$ cat config.mk
export PLATFORM = sky130hd
export DESIGN_NAME = sea_regs
export DESIGN_NICKNAME = d
export VERILOG_FILES = /design/src/verilog/sea_pkg.sv /design/src/verilog/sea_range_chk.sv /design/src/verilog/sea_regs.sv
export SDC_FILE = /design/constraint.sdc
export NUM_CORES = 1
export LEC_CHECK = 0
export BUFFER_PORTS_ARGS = -buffer_cell sky130_fd_sc_hd__buf_2
export CORE_UTILIZATION = 42
export DETAILED_ROUTE_END_ITERATION = 12
export PLACE_DENSITY = 0.78
export SLEW_MARGIN = 20
export SYNTH_ARGS = -nofsm -noshare
export SYNTH_HDL_FRONTEND = slang
export SYNTH_SLANG_ARGS = --single-unit
$ cat constraint.sdc
create_clock -name mclk -period 3.1 [get_ports mclk]
set_input_delay 0.775 -clock mclk [delete_from_list [all_inputs] [get_ports mclk]]
set_output_delay 0.775 -clock mclk [all_outputs]
set_load 0.005 [all_outputs]
$ cat src/verilog/sea_pkg.sv
// package: offsets, field layout, limits and carriers for the tuning bank
package sea_pkg;
  localparam logic [11:0] OFS_ALERT  = 12'h962;
  localparam logic [11:0] OFS_SPDSRC = 12'h966;
  localparam logic [11:0] OFS_GEAR   = 12'h968;
  localparam logic [11:0] OFS_PGAIN  = 12'h96a;
  localparam logic [11:0] OFS_KPVFF  = 12'h96c;
  localparam logic [11:0] OFS_MTCMD  = 12'h958;

  localparam int BIT_OVER_TEMP  = 0;
  localparam int BIT_UNDER_TEMP = 1;
  localparam int BIT_OVER_SPEED = 2;
  localparam int BIT_OVER_ACCEL = 3;
  localparam int BIT_NV_CSUM    = 4;
  localparam int BIT_NV_EMPTY   = 5;
  localparam int BIT_PARAM_BAD  = 6;
  localparam int BIT_DECODE_SEQ = 7;
  localparam int BIT_FLASH_ERR  = 8;
  localparam int BIT_SHAFT_DISP = 9;
  localparam int BIT_BATT_LOW   = 10;
  localparam int BIT_MT_RANGE   = 12;
  localparam int ALERT_EVENTS   = 10;

  localparam logic [15:0] BATT_LO_MV = 16'h0bb8;
  localparam logic [15:0] BATT_HI_MV = 16'h0c4e;

  localparam logic [15:0] SPD_DRIVE   = 16'h0000;
  localparam logic [15:0] SPD_ENCODER = 16'h0003;

  localparam logic [31:0] GEAR_MIN = 32'h0000_004b;
  localparam logic [31:0] GEAR_MAX = 32'h0000_0c80;
  localparam logic [31:0] GEAR_RST = 32'h0000_00c8;
  localparam logic [15:0] PGAIN_MAX = 16'h2ee0;
  localparam logic [15:0] PGAIN_RST = 16'h012c;
  localparam logic [31:0] KPV_MIN  = 32'hffff_f830;
  localparam logic [31:0] KPV_MAX  = 32'h0000_07d0;
  localparam logic [31:0] KPV_RST  = 32'h0000_01f4;
  localparam logic [15:0] MT_RESET_CMD = 16'h0002;

  typedef struct packed {
    logic        wr;
    logic        rd;
    logic [11:0] addr;
    logic [31:0] wdata;
  } sea_req_t;

  typedef struct packed {
    logic [31:0] gear_depth;
    logic [15:0] pgain;
    logic [31:0] kpvff;
  } sea_tune_t;
endpackage : sea_pkg

$ cat src/verilog/sea_range_chk.sv
// range checker: accepts a write value only inside signed or unsigned bounds
`timescale 1ns/10ps
`default_nettype none
module sea_range_chk #(
  parameter int W = 32,
  parameter bit SIGNED = 1'b0
) (
  input  wire logic [W-1:0] value,
  input  wire logic [W-1:0] lo,
  input  wire logic [W-1:0] hi,
  output logic              in_range
);
  wire ge_s = $signed(value) >= $signed(lo);
  wire le_s = $signed(value) <= $signed(hi);
  wire ge_u = value >= lo;
  wire le_u = value <= hi;
  assign in_range = SIGNED ? (ge_s && le_s) : (ge_u && le_u);
endmodule : sea_range_chk
`default_nettype wire

$ cat src/verilog/sea_regs.sv
// encoder alert word, speed source selector and position loop tuning bank
//
// How it works
// - encoder over-temperature sets alert bit 0, under-temperature bit 1.
// - encoder over-speed sets bit 2, over-acceleration sets bit 3.
// - nonvolatile checksum mismatch at initialisation sets bit 4.
// - empty nonvolatile storage sets bit 5.
// - invalid parameter area sets bit 6; defaults then used.
// - invalid position decoding sequence sets bit 7.
// - encoder flash error sets bit 8.
// - unusual large shaft displacement sets bit 9.
// - bit 10 set while battery is within 3000..3150 mV.
// - bit 12 latches on turn count overflow, cleared by command 2.
// - multi-turn count is unsigned 0..65535.
// - speed source accepts 0 (drive computed) or 3 (encoder).
// - gear depth 75..3200, default 200, used only with enhanced gear filter in pulse-train mode.
// - position gain 0..12000 unsigned, default 300, position modes.
// - motor connection loads optimised position gain.
// - feedforward signed -2000..2000, default 500.
// - multi-turn command value 2 resets revolution count to zero.
`timescale 1ns/10ps
`default_nettype none
module sea_regs
  import sea_pkg::*;
(
  input  wire logic                    mclk,
  input  wire logic                    rst,
  input  wire sea_req_t                req,
  output logic [31:0]                  rdata,
  output logic                         rvalid,
  input  wire logic [ALERT_EVENTS-1:0] enc_events,
  input  wire logic [15:0]             batt_mv,
  input  wire logic                    turn_up,
  input  wire logic                    turn_down,
  input  wire logic                    motor_connect,
  input  wire logic [15:0]             pgain_optimised,
  input  wire logic                    pulse_train_mode,
  input  wire logic                    enhanced_gear_filter,
  input  wire logic                    position_mode,
  output logic [15:0]                  turn_count,
  output logic                         mt_count_clear,
  output logic                         use_encoder_speed,
  output logic [31:0]                  gear_depth_eff,
  output logic                         gear_filter_active,
  output logic [15:0]                  pgain_eff,
  output sea_tune_t                    tune
);
  logic [ALERT_EVENTS-1:0] evt_seen;
  logic                    mt_over;
  logic [15:0]             spd_src;
  logic [31:0]             gear_depth;
  logic [15:0]             pgain;
  logic [31:0]             kpvff;
  logic                    motor_connect_d;
  logic                    gear_ok;
  logic                    pgain_ok;
  logic                    kpv_ok;

  wire wr_spd   = req.wr && (req.addr == OFS_SPDSRC);
  wire wr_gear  = req.wr && (req.addr == OFS_GEAR);
  wire wr_pgain = req.wr && (req.addr == OFS_PGAIN);
  wire wr_kpv   = req.wr && (req.addr == OFS_KPVFF);
  wire wr_mtcmd = req.wr && (req.addr == OFS_MTCMD);
  wire mt_reset = wr_mtcmd && (req.wdata[15:0] == MT_RESET_CMD);
  wire upper_zero = (req.wdata[31:16] == 16'h0000);
  wire spd_ok   = upper_zero &&
                  ((req.wdata[15:0] == SPD_DRIVE) ||
                   (req.wdata[15:0] == SPD_ENCODER));
  wire batt_low = (batt_mv >= BATT_LO_MV) && (batt_mv <= BATT_HI_MV);
  wire wrap_up   = turn_up && !turn_down && (turn_count == 16'hffff);
  wire wrap_down = turn_down && !turn_up && (turn_count == 16'h0000);
  wire connect_rise = motor_connect && !motor_connect_d;

  sea_range_chk #(.W(32), .SIGNED(1'b0)) u_gear_chk (
    .value    (req.wdata),
    .lo       (GEAR_MIN),
    .hi       (GEAR_MAX),
    .in_range (gear_ok)
  );
  sea_range_chk #(.W(16), .SIGNED(1'b0)) u_pgain_chk (
    .value    (req.wdata[15:0]),
    .lo       (16'h0000),
    .hi       (PGAIN_MAX),
    .in_range (pgain_ok)
  );
  sea_range_chk #(.W(32), .SIGNED(1'b1)) u_kpv_chk (
    .value    (req.wdata),
    .lo       (KPV_MIN),
    .hi       (KPV_MAX),
    .in_range (kpv_ok)
  );

  // alert bits 0..9 follow the encoder's reported conditions
  genvar gi;
  generate
    for (gi = 0; gi < ALERT_EVENTS; gi++) begin : g_evt
      always_ff @(posedge mclk) begin
        if (rst) begin
          evt_seen[gi] <= 1'b0;
        end else begin
          evt_seen[gi] <= enc_events[gi];
        end
      end
    end
  endgenerate

  // count wraps modulo 2^16; overflow latches until command 2
  always_ff @(posedge mclk) begin
    if (rst) begin
      turn_count <= 16'h0000;
    end else if (mt_reset) begin
      turn_count <= 16'h0000;
    end else if (turn_up && !turn_down) begin
      turn_count <= turn_count + 16'h0001;
    end else if (turn_down && !turn_up) begin
      turn_count <= turn_count - 16'h0001;
    end
  end

  // a wrap in the same cycle as the clearing command still sets
  always_ff @(posedge mclk) begin
    if (rst) begin
      mt_over <= 1'b0;
    end else if (wrap_up || wrap_down) begin
      mt_over <= 1'b1;
    end else if (mt_reset) begin
      mt_over <= 1'b0;
    end
  end

  always_ff @(posedge mclk) begin
    if (rst) begin
      mt_count_clear <= 1'b0;
    end else begin
      mt_count_clear <= mt_reset;
    end
  end

  always_ff @(posedge mclk) begin
    if (rst) begin
      spd_src <= SPD_DRIVE;
    end else if (wr_spd && spd_ok) begin
      spd_src <= req.wdata[15:0];
    end
  end

  always_ff @(posedge mclk) begin
    if (rst) begin
      gear_depth <= GEAR_RST;
    end else if (wr_gear && gear_ok) begin
      gear_depth <= req.wdata;
    end
  end

  // motor connection overrides a same-cycle software write of the gain
  always_ff @(posedge mclk) begin
    if (rst) begin
      pgain           <= PGAIN_RST;
      motor_connect_d <= 1'b0;
    end else begin
      motor_connect_d <= motor_connect;
      if (connect_rise && (pgain_optimised <= PGAIN_MAX)) begin
        pgain <= pgain_optimised;
      end else if (wr_pgain && pgain_ok && upper_zero) begin
        pgain <= req.wdata[15:0];
      end
    end
  end

  always_ff @(posedge mclk) begin
    if (rst) begin
      kpvff <= KPV_RST;
    end else if (wr_kpv && kpv_ok) begin
      kpvff <= req.wdata;
    end
  end

  wire [31:0] alert_word = {19'h0, mt_over, 1'b0, batt_low, evt_seen};

  always_ff @(posedge mclk) begin
    if (rst) begin
      rdata  <= 32'h0000_0000;
      rvalid <= 1'b0;
    end else begin
      rvalid <= req.rd;
      case (req.addr)
        OFS_ALERT:  rdata <= alert_word;
        OFS_SPDSRC: rdata <= {16'h0000, spd_src};
        OFS_GEAR:   rdata <= gear_depth;
        OFS_PGAIN:  rdata <= {16'h0000, pgain};
        OFS_KPVFF:  rdata <= kpvff;
        default:    rdata <= 32'h0000_0000;
      endcase
    end
  end

  // parameter area invalid: consumers see factory values
  wire use_defaults = evt_seen[BIT_PARAM_BAD];
  assign use_encoder_speed  = !use_defaults &&
                              (spd_src == SPD_ENCODER);
  assign gear_filter_active = pulse_train_mode && enhanced_gear_filter;
  assign gear_depth_eff = gear_filter_active ?
                          (use_defaults ? GEAR_RST : gear_depth) : 32'h0;
  assign pgain_eff = position_mode ?
                     (use_defaults ? PGAIN_RST : pgain) : 16'h0;
  assign tune.gear_depth = use_defaults ? GEAR_RST : gear_depth;
  assign tune.pgain      = use_defaults ? PGAIN_RST : pgain;
  assign tune.kpvff      = use_defaults ? KPV_RST : kpvff;

  a_alert_follow: assert property (
    @(posedge mclk) disable iff (rst)
    enc_events[BIT_OVER_TEMP] |=> evt_seen[BIT_OVER_TEMP])
    else $error("over temperature alert not set");
  a_cold_follow: assert property (
    @(posedge mclk) disable iff (rst)
    enc_events[BIT_UNDER_TEMP] |=> alert_word[BIT_UNDER_TEMP])
    else $error("under temperature alert not set");
  a_alert_live: assert property (
    @(posedge mclk) disable iff (rst)
    !enc_events[BIT_OVER_TEMP] |=> !alert_word[BIT_OVER_TEMP])
    else $error("over temperature alert stuck");
  a_speed_follow: assert property (
    @(posedge mclk) disable iff (rst)
    enc_events[BIT_OVER_SPEED] |=> alert_word[BIT_OVER_SPEED])
    else $error("over speed alert not set");
  a_accel_follow: assert property (
    @(posedge mclk) disable iff (rst)
    enc_events[BIT_OVER_ACCEL] |=> alert_word[BIT_OVER_ACCEL])
    else $error("over acceleration alert not set");
  a_csum_follow: assert property (
    @(posedge mclk) disable iff (rst)
    enc_events[BIT_NV_CSUM] |=> alert_word[BIT_NV_CSUM])
    else $error("checksum alert not set");
  a_empty_follow: assert property (
    @(posedge mclk) disable iff (rst)
    enc_events[BIT_NV_EMPTY] |=> alert_word[BIT_NV_EMPTY])
    else $error("empty storage alert not set");
  a_param_follow: assert property (
    @(posedge mclk) disable iff (rst)
    enc_events[BIT_PARAM_BAD] |=> alert_word[BIT_PARAM_BAD])
    else $error("parameter area alert not set");
  a_defaults_used: assert property (
    @(posedge mclk) disable iff (rst)
    alert_word[BIT_PARAM_BAD] |-> (tune.gear_depth == GEAR_RST) &&
    (tune.pgain == PGAIN_RST) && (tune.kpvff == KPV_RST))
    else $error("defaults not used with bad parameter area");
  a_decode_follow: assert property (
    @(posedge mclk) disable iff (rst)
    enc_events[BIT_DECODE_SEQ] |=> alert_word[BIT_DECODE_SEQ])
    else $error("decode sequence alert not set");
  a_flash_bit: assert property (
    @(posedge mclk) disable iff (rst)
    $rose(enc_events[BIT_FLASH_ERR]) |=> alert_word[BIT_FLASH_ERR])
    else $error("flash alert not set");
  a_disp_follow: assert property (
    @(posedge mclk) disable iff (rst)
    enc_events[BIT_SHAFT_DISP] |=> alert_word[BIT_SHAFT_DISP])
    else $error("shaft displacement alert not set");
  a_batt_band: assert property (
    @(posedge mclk) disable iff (rst)
    alert_word[BIT_BATT_LOW] ==
    ((batt_mv >= 16'd3000) && (batt_mv <= 16'd3150)))
    else $error("battery band alert wrong");
  a_mt_latch: assert property (
    @(posedge mclk) disable iff (rst)
    (mt_over && !mt_reset) |=> mt_over)
    else $error("overflow alert dropped without command");
  a_mt_wrap: assert property (
    @(posedge mclk) disable iff (rst)
    wrap_up |=> mt_over && (turn_count == 16'h0000))
    else $error("wrap did not latch overflow");
  a_mt_wrap_down: assert property (
    @(posedge mclk) disable iff (rst)
    wrap_down |=> mt_over && (turn_count == 16'hffff))
    else $error("downward wrap did not latch overflow");
  a_reserved_zero: assert property (
    @(posedge mclk) disable iff (rst)
    !alert_word[BIT_MT_RANGE-1] && (alert_word[31:BIT_MT_RANGE+1] == '0))
    else $error("reserved alert bits set");
  a_turn_step: assert property (
    @(posedge mclk) disable iff (rst)
    (turn_up && !turn_down && !mt_reset) |=>
    turn_count == $past(turn_count) + 16'h0001)
    else $error("revolution count did not step");
  a_spd_legal: assert property (
    @(posedge mclk) disable iff (rst)
    (spd_src == 16'd0) || (spd_src == 16'd3))
    else $error("speed source illegal");
  a_spd_source: assert property (
    @(posedge mclk) disable iff (rst)
    use_encoder_speed |-> (spd_src == SPD_ENCODER))
    else $error("encoder speed used without selection");
  a_gear_range: assert property (
    @(posedge mclk) disable iff (rst)
    (gear_depth >= GEAR_MIN) && (gear_depth <= GEAR_MAX))
    else $error("gear depth out of range");
  a_gear_load: assert property (
    @(posedge mclk) disable iff (rst)
    (wr_gear && gear_ok) |=> gear_depth == $past(req.wdata))
    else $error("legal gear write not taken");
  a_gear_idle: assert property (
    @(posedge mclk) disable iff (rst)
    !gear_filter_active |-> (gear_depth_eff == 32'h0))
    else $error("gear depth applied outside gear mode");
  a_pgain_range: assert property (
    @(posedge mclk) disable iff (rst)
    pgain <= 16'd12000)
    else $error("position gain out of range");
  a_pgain_idle: assert property (
    @(posedge mclk) disable iff (rst)
    !position_mode |-> (pgain_eff == 16'h0))
    else $error("position gain applied outside position modes");
  a_pgain_load: assert property (
    @(posedge mclk) disable iff (rst)
    (connect_rise && pgain_optimised <= 16'd12000) |=>
    pgain == $past(pgain_optimised))
    else $error("optimised gain not loaded");
  a_kpv_range: assert property (
    @(posedge mclk) disable iff (rst)
    ($signed(kpvff) >= -2000) && ($signed(kpvff) <= 2000))
    else $error("feedforward out of range");
  a_mt_clear: assert property (
    @(posedge mclk) disable iff (rst)
    mt_reset |=> (turn_count == 16'h0000) && mt_count_clear)
    else $error("revolution count not cleared");
  a_gear_keep: assert property (
    @(posedge mclk) disable iff (rst)
    (wr_gear && !gear_ok) |=> $stable(gear_depth))
    else $error("bad gear write changed value");
  a_pgain_keep: assert property (
    @(posedge mclk) disable iff (rst)
    (wr_pgain && !(pgain_ok && upper_zero) && !connect_rise) |=>
    $stable(pgain))
    else $error("bad gain write changed value");
  a_kpv_keep: assert property (
    @(posedge mclk) disable iff (rst)
    (wr_kpv && !kpv_ok) |=> $stable(kpvff))
    else $error("bad feedforward write changed value");
  a_spd_keep: assert property (
    @(posedge mclk) disable iff (rst)
    (wr_spd && !spd_ok) |=> $stable(spd_src))
    else $error("bad speed source write changed value");

  c_wrap:     cover property (@(posedge mclk) disable iff (rst) wrap_down);
  c_wrap_up:  cover property (@(posedge mclk) disable iff (rst) wrap_up);
  c_reject:   cover property (@(posedge mclk) disable iff (rst)
    wr_kpv && !kpv_ok);
  c_connect:  cover property (@(posedge mclk) disable iff (rst) connect_rise);
  c_defaults: cover property (@(posedge mclk) disable iff (rst) use_defaults);
endmodule : sea_regs
`default_nettype wire
---- Yosys cells after proc, flatten, opt, wreduce, memory -nomap -nowiden ----
Index checks and enable logic that the tools add are counted.
cells by class
  magnitude comparators ................... 9
  divide/modulo/power cells ............... 0
  shift-type cells ........................ 0
  bitwise operators ....................... 0
  multiplexer cells ....................... 12
  add/subtract/negate cells ............... 2
  eq/ne operators ......................... 10
  reduce and logical (&&, ||, !) cells .... 37
  $mul .................................... 0
operator list
  kind                   count
  $pmux 32 s5            1
  $mux 16                6
  $mux 32                3
  $eq 12x12->1 const B   6
  $le 32x12->1 const B   2
  $eq 16x2->1 const B    3
  $logic_not 16->1       3
  $ge 32x12->1 const B   1
  $ge 32x7->1 const B    1
  $le 16x14->1 const B   2
  $logic_and 1x1->1      24
  $add 16x1->16 const B  1
  $eq 16x16->1 const B   1
  $ge 16x1->1 const B    1
  $ge 16x12->1 const B   1
  $le 16x12->1 const B   1
  $sub 16x1->16 const B  1
  $reduce_bool 2->1      3
  $logic_not 1->1        4
  $logic_or 1x1->1       2
  $mux 1                 2
  $reduce_or 2->1        1
storage, ports and cells
  ROM bits ................................ 0
  flip-flop bits (word level) ............. 158
  logic and storage cells ................. 90
  bits in latches ......................... 0
  memories kept ........................... 0
  RAM bits ................................ 0

---- Logic depth before layout (Yosys ltp) ----
  word-level depth ........................ 6
  gate-level depth with buffers ........... 11
  depth with buffers taken out ............ 11

---- By module ----
Synthesis repeated with hierarchy kept, for this count alone.
second synthesis, totals
  cells, all modules ...................... 1490
  area total of the unflattened synthesis .. 11717.5 sq um
modules (own cells, without submodules)
  module                       area each (sq um)  cells an instance  instances  sequential area each (sq um)
  sea_regs                     7662.3             930                1          3163.0
  sea_range_chk (u_kpv_chk)    1644.1             224                1          0.0
  sea_range_chk (u_gear_chk)   1604.0             226                1          0.0
  sea_range_chk (u_pgain_chk)  807.0              110                1          0.0

---- Worst setup path after synthesis ----
Ideal clock, no wire load.
  path type ............................... input to register
  start point ............................. input port turn_down
  end point ............................... register turn_count[11]
  setup time .............................. 0.071 ns
  path slack .............................. -0.050 ns
  arrival ................................. 3.080 ns
  buffers on the path ..................... 0
  required time ........................... 3.029 ns
  cell stages on the path ................. 11
  cell sequence ........................... inv_1 -> ha_1 -> inv_1 -> ha_1 -> a211oi_1 -> o21ai_0 -> o21ba_2 -> o21a_1 -> o21ai_0 -> or3b_2 -> a21oi_1
between the ends
  longest elaborated chain between the ends .. 3
ends and longest elaborated chain
  item                                                 RTL line         source
  start: declaration                                   sea_regs.sv:34   input wire logic turn_down,
  $logic_not 1->1                                      sea_regs.sv:113  end else if (turn_up && !turn_down) begin
  $logic_and 1x1->1                                    sea_regs.sv:113
  $mux 16 / $reduce_bool 2->1 (equally long branches)  n/a
  end signal: assignment                               sea_regs.sv:114  turn_count <= turn_count + 16'h0001;
  end signal: assignment                               sea_regs.sv:116  turn_count <= turn_count - 16'h0001;
  end: declaration                                     sea_regs.sv:40   output logic [15:0] turn_count,
Parallel ways exist; a longest one is shown, timed or not.
A chain may end at the register's enable or synchronous reset.

---- Worst setup path after layout ----
  start point ............................. input port turn_down
  end point ............................... register turn_count[15]
Same word-level chain as after synthesis.

==> flow_summary.toml <==
[worst_setup_path]
cp_num_buf_inv = 4
critPathKind = "in2reg"
start_kind = "input pin"
reg2reg_depth = 8
cpPeakStageDelay_ns = 0.26
required_ns = 3.42
crit_family = "compound AO/OA/AOI/OAI gates"
cp_common_cell = "ha_4"
worstPathArrival_ns = 3.01
cp-end-kind = "flop"
crit_slowest_cell = "ha_4"
crit_cells = 13
path_max_fanout = 11
path_cells = "buf_2 -> inv_2 -> ha_4 -> clkinvlp_4 -> buf_12 -> ha_4 -> a211oi_2 -> o21ai_1 -> o21ba_2 -> o21ai_0 -> nand4_1 -> and4_1 -> or2_1"

[pwr]
p_per_area_nw_per_um2 = 540
ir_worst_vdd_v = 0.000383
leakagePower_nw = 4.62

[global_route]
grt_max_degree = 38
grt_pass1_wl_um = 37400
grt_remaining_overflow = 0
antenna_found_initial = 0
grt_pass1_vias = 6729
grtUsageTotal_pct = 27.1

[final_layout]
fin_cells = 1380
drive_gt1_share_pct = 35.3
area_growth_pct = 33.4
final_cell_mix = "buf_2 (275), dfxtp_1 (157), nor2b_1 (85), and2_1 (82), nand2_1 (69)"
seq_area_um2 = 3160
nFillCells = 1554
nNetsFinal = 1254
multiInputGateArea_um2 = 4300
final_common_cell = "buf_2"

[timing]
setup_ws_ns = 0.411
hold_viol = 0
maxSlewHeadroom_pct = 44.6
drv_slew = 0
finalCritPeriodShare_pct = 86.7
finalSetupTns_ns = 0
min_period_ns = 2.69
finalSetupViolCount = 0
skew_ns = 0.00943
fmax_mhz = 372
worstMarginPinSlew_ns = 0.827
rsz0062_at_grt = "no"

[route]
drc_errors = 0
drtAntennaViolNets = 0
wl_per_cell_um = 18.4
routed_wl_um = 25400
drt-pass1-iter-count = 6
vias = 7455
drt_iter0_drc = 554
vias_per_cell = 5.40

[floorplanning]
io-pin-count = 276
dieHeight_um = 136
row_count = 48
die-area_um2 = 18500
start_util_pct = 43.4
die_x_um = 136
coreArea_um2 = 17400

[cts]
postCtsHoldBufs = 0
cts_buffer_depth = 2
cts.sinks = 158
ctsHtreeMaxLevel = 4
clk_pin_slew_ns = 0.07
cts_buffers = 17
cts_tree = "yes"
cts-root-buf = "clkbuf_16"
cts_setup_buffers = 0
clk_latency_ns = 0.43
post_cts.resized_instances = 0

[placed_design]
gp_congestion = 0.906
port_buffers = 275
placed_cells = 1347
dp_hpwl_um = 19400
pre_cts_slack_ns = -0.0384

[yosys]
ys_ff_latch = 158
ys.warnings.count = 0
synthesis.area_um2 = 7560
synth_ff_type = "dfxtp_1"
synth_cells = 861
ys_types = 57
async_flop_share_pct = 0
synth_edf_count = 0
ys_seq_area_share_pct = 41.9
syn-mean-instance-area_um2 = 8.78
syn_nets = 974

[min_path]
min_path_type = "reg2reg"
worstHoldPathCells = 2

[status]
outcome = "finished clean"

[run]
cap_violations = 0
metal layers:
metal | up-vias | part of all wire (%) | GRT usage, %
li1 | 3594 | - | -
met1 | 3503 | 41 | 34.0
met2 | 326 | 49 | 46.1
met3 | 32 | 7.9 | 5.85
met4 | 0 | 1.8 | 8.58
met5 | - | 0 | 0
tightest hold or removal path, stage by stage, from the launching register on:
cell,delay [ns]
dfxtp_1,0.32
nand2_1,0.05
a21oi_1,0.05
path summary, 6_finish.rpt:
check	start	end	slack (ns)
worst max-delay path	turn_down	turn_count[15]	0.41
worst min-delay path	kpvff[30]	kpvff[30]	0.48
worst max register to register	turn_count[1]	turn_count[15]	0.84
worst min register to register	kpvff[30]	kpvff[30]	0.48
cells by family after synthesis:
logic type               Yosys count  share of synthesized area (%)
AO/OA/AOI/OAI                    167                           14.9
XOR/XNOR                          11                           1.28
adder cells (fa/ha/maj)           17                           2.91
buffers and inverters             63                           3.23
flip-flops                       158                           41.9
multiplexers                      50                           6.87
AND/OR/NAND/NOR                  395                           29.0
through the flow:
stage	util [%]	instance area [µm²]	hold WS, ns	total power, mW
2_1_floorplan	-	7690	0.429	2.96
3_3_place_gp	54.3	9460	0.454	3.36
3_5_place_dp	54.3	9470	0.465	3.37
4_1_cts	57.9	10100	0.476	5.47
5_1_grt	57.9	10100	0.500	5.70
6_report	57.9	10100	0.475	5.45
synthesized netlist by cell type (3+ instances only):
cell        n  share of area, %
nor2b_1    85               7.0
and4_1      4              0.46
inv_1       8              0.40
a211o_1     3              0.35
a222oi_1    5              0.66
nand2b_1    3              0.25
dfxtp_1   158                42
nor2_1     65               3.2
mux2_2     15               2.2
xor2_1      5              0.58
or4_1       3              0.30
a22oi_1    38               3.8
and2_1     82               6.8
a31oi_1     5              0.41
o21a_1      6              0.60
ha_1       16               2.6
o21ai_0    15              0.99
nand3_1     9              0.60
a21oi_1    58               3.8
or2_2      13               1.1
mux2i_1    35               4.6
buf_2       3              0.20
nor4_2      3              0.50
a211oi_1   19               1.9
nand3b_1    4              0.40
nand2_1    69               3.4
xnor2_1     6              0.70
clkbuf_1   49               2.4
nor4_1     12              0.99
nand4_1    13               1.1
a21o_1      4              0.40
nor3_1     13              0.86
area by class of cell:
| type | count | share of cell area (%) |
|---|---|---|
| timing repair buffer | 314 | 16.7 |
| clock inverter | 15 | 1.89 |
| inverter | 10 | 0.409 |
| antenna | 1 | 0.0248 |
| sequential | 158 | 31.4 |
| tap | 225 | 2.79 |
| multi-input combinational | 640 | 42.6 |
| clock buffer | 17 | 4.22 |
power by group:
group / switching, mW / internal, mW / leakage (nW)
clock network: 1.01 / 1.10 / 0.294
logic: 0.553 / 0.550 / 3.05
registers: 0.129 / 2.10 / 1.28
flip-flops by register name (all words and copies together), names as in the netlist:
signal / cells
pgain: 16
mt_over: 1
mt_count_clear: 1
rdata: 32
rvalid: 1
motor_connect_d: 1
gear_depth: 32
spd_src: 16
alert_word: 9
turn_count: 16
use_defaults: 1
kpvff: 32
Note: power is estimated with default switching activity, not from simulation.
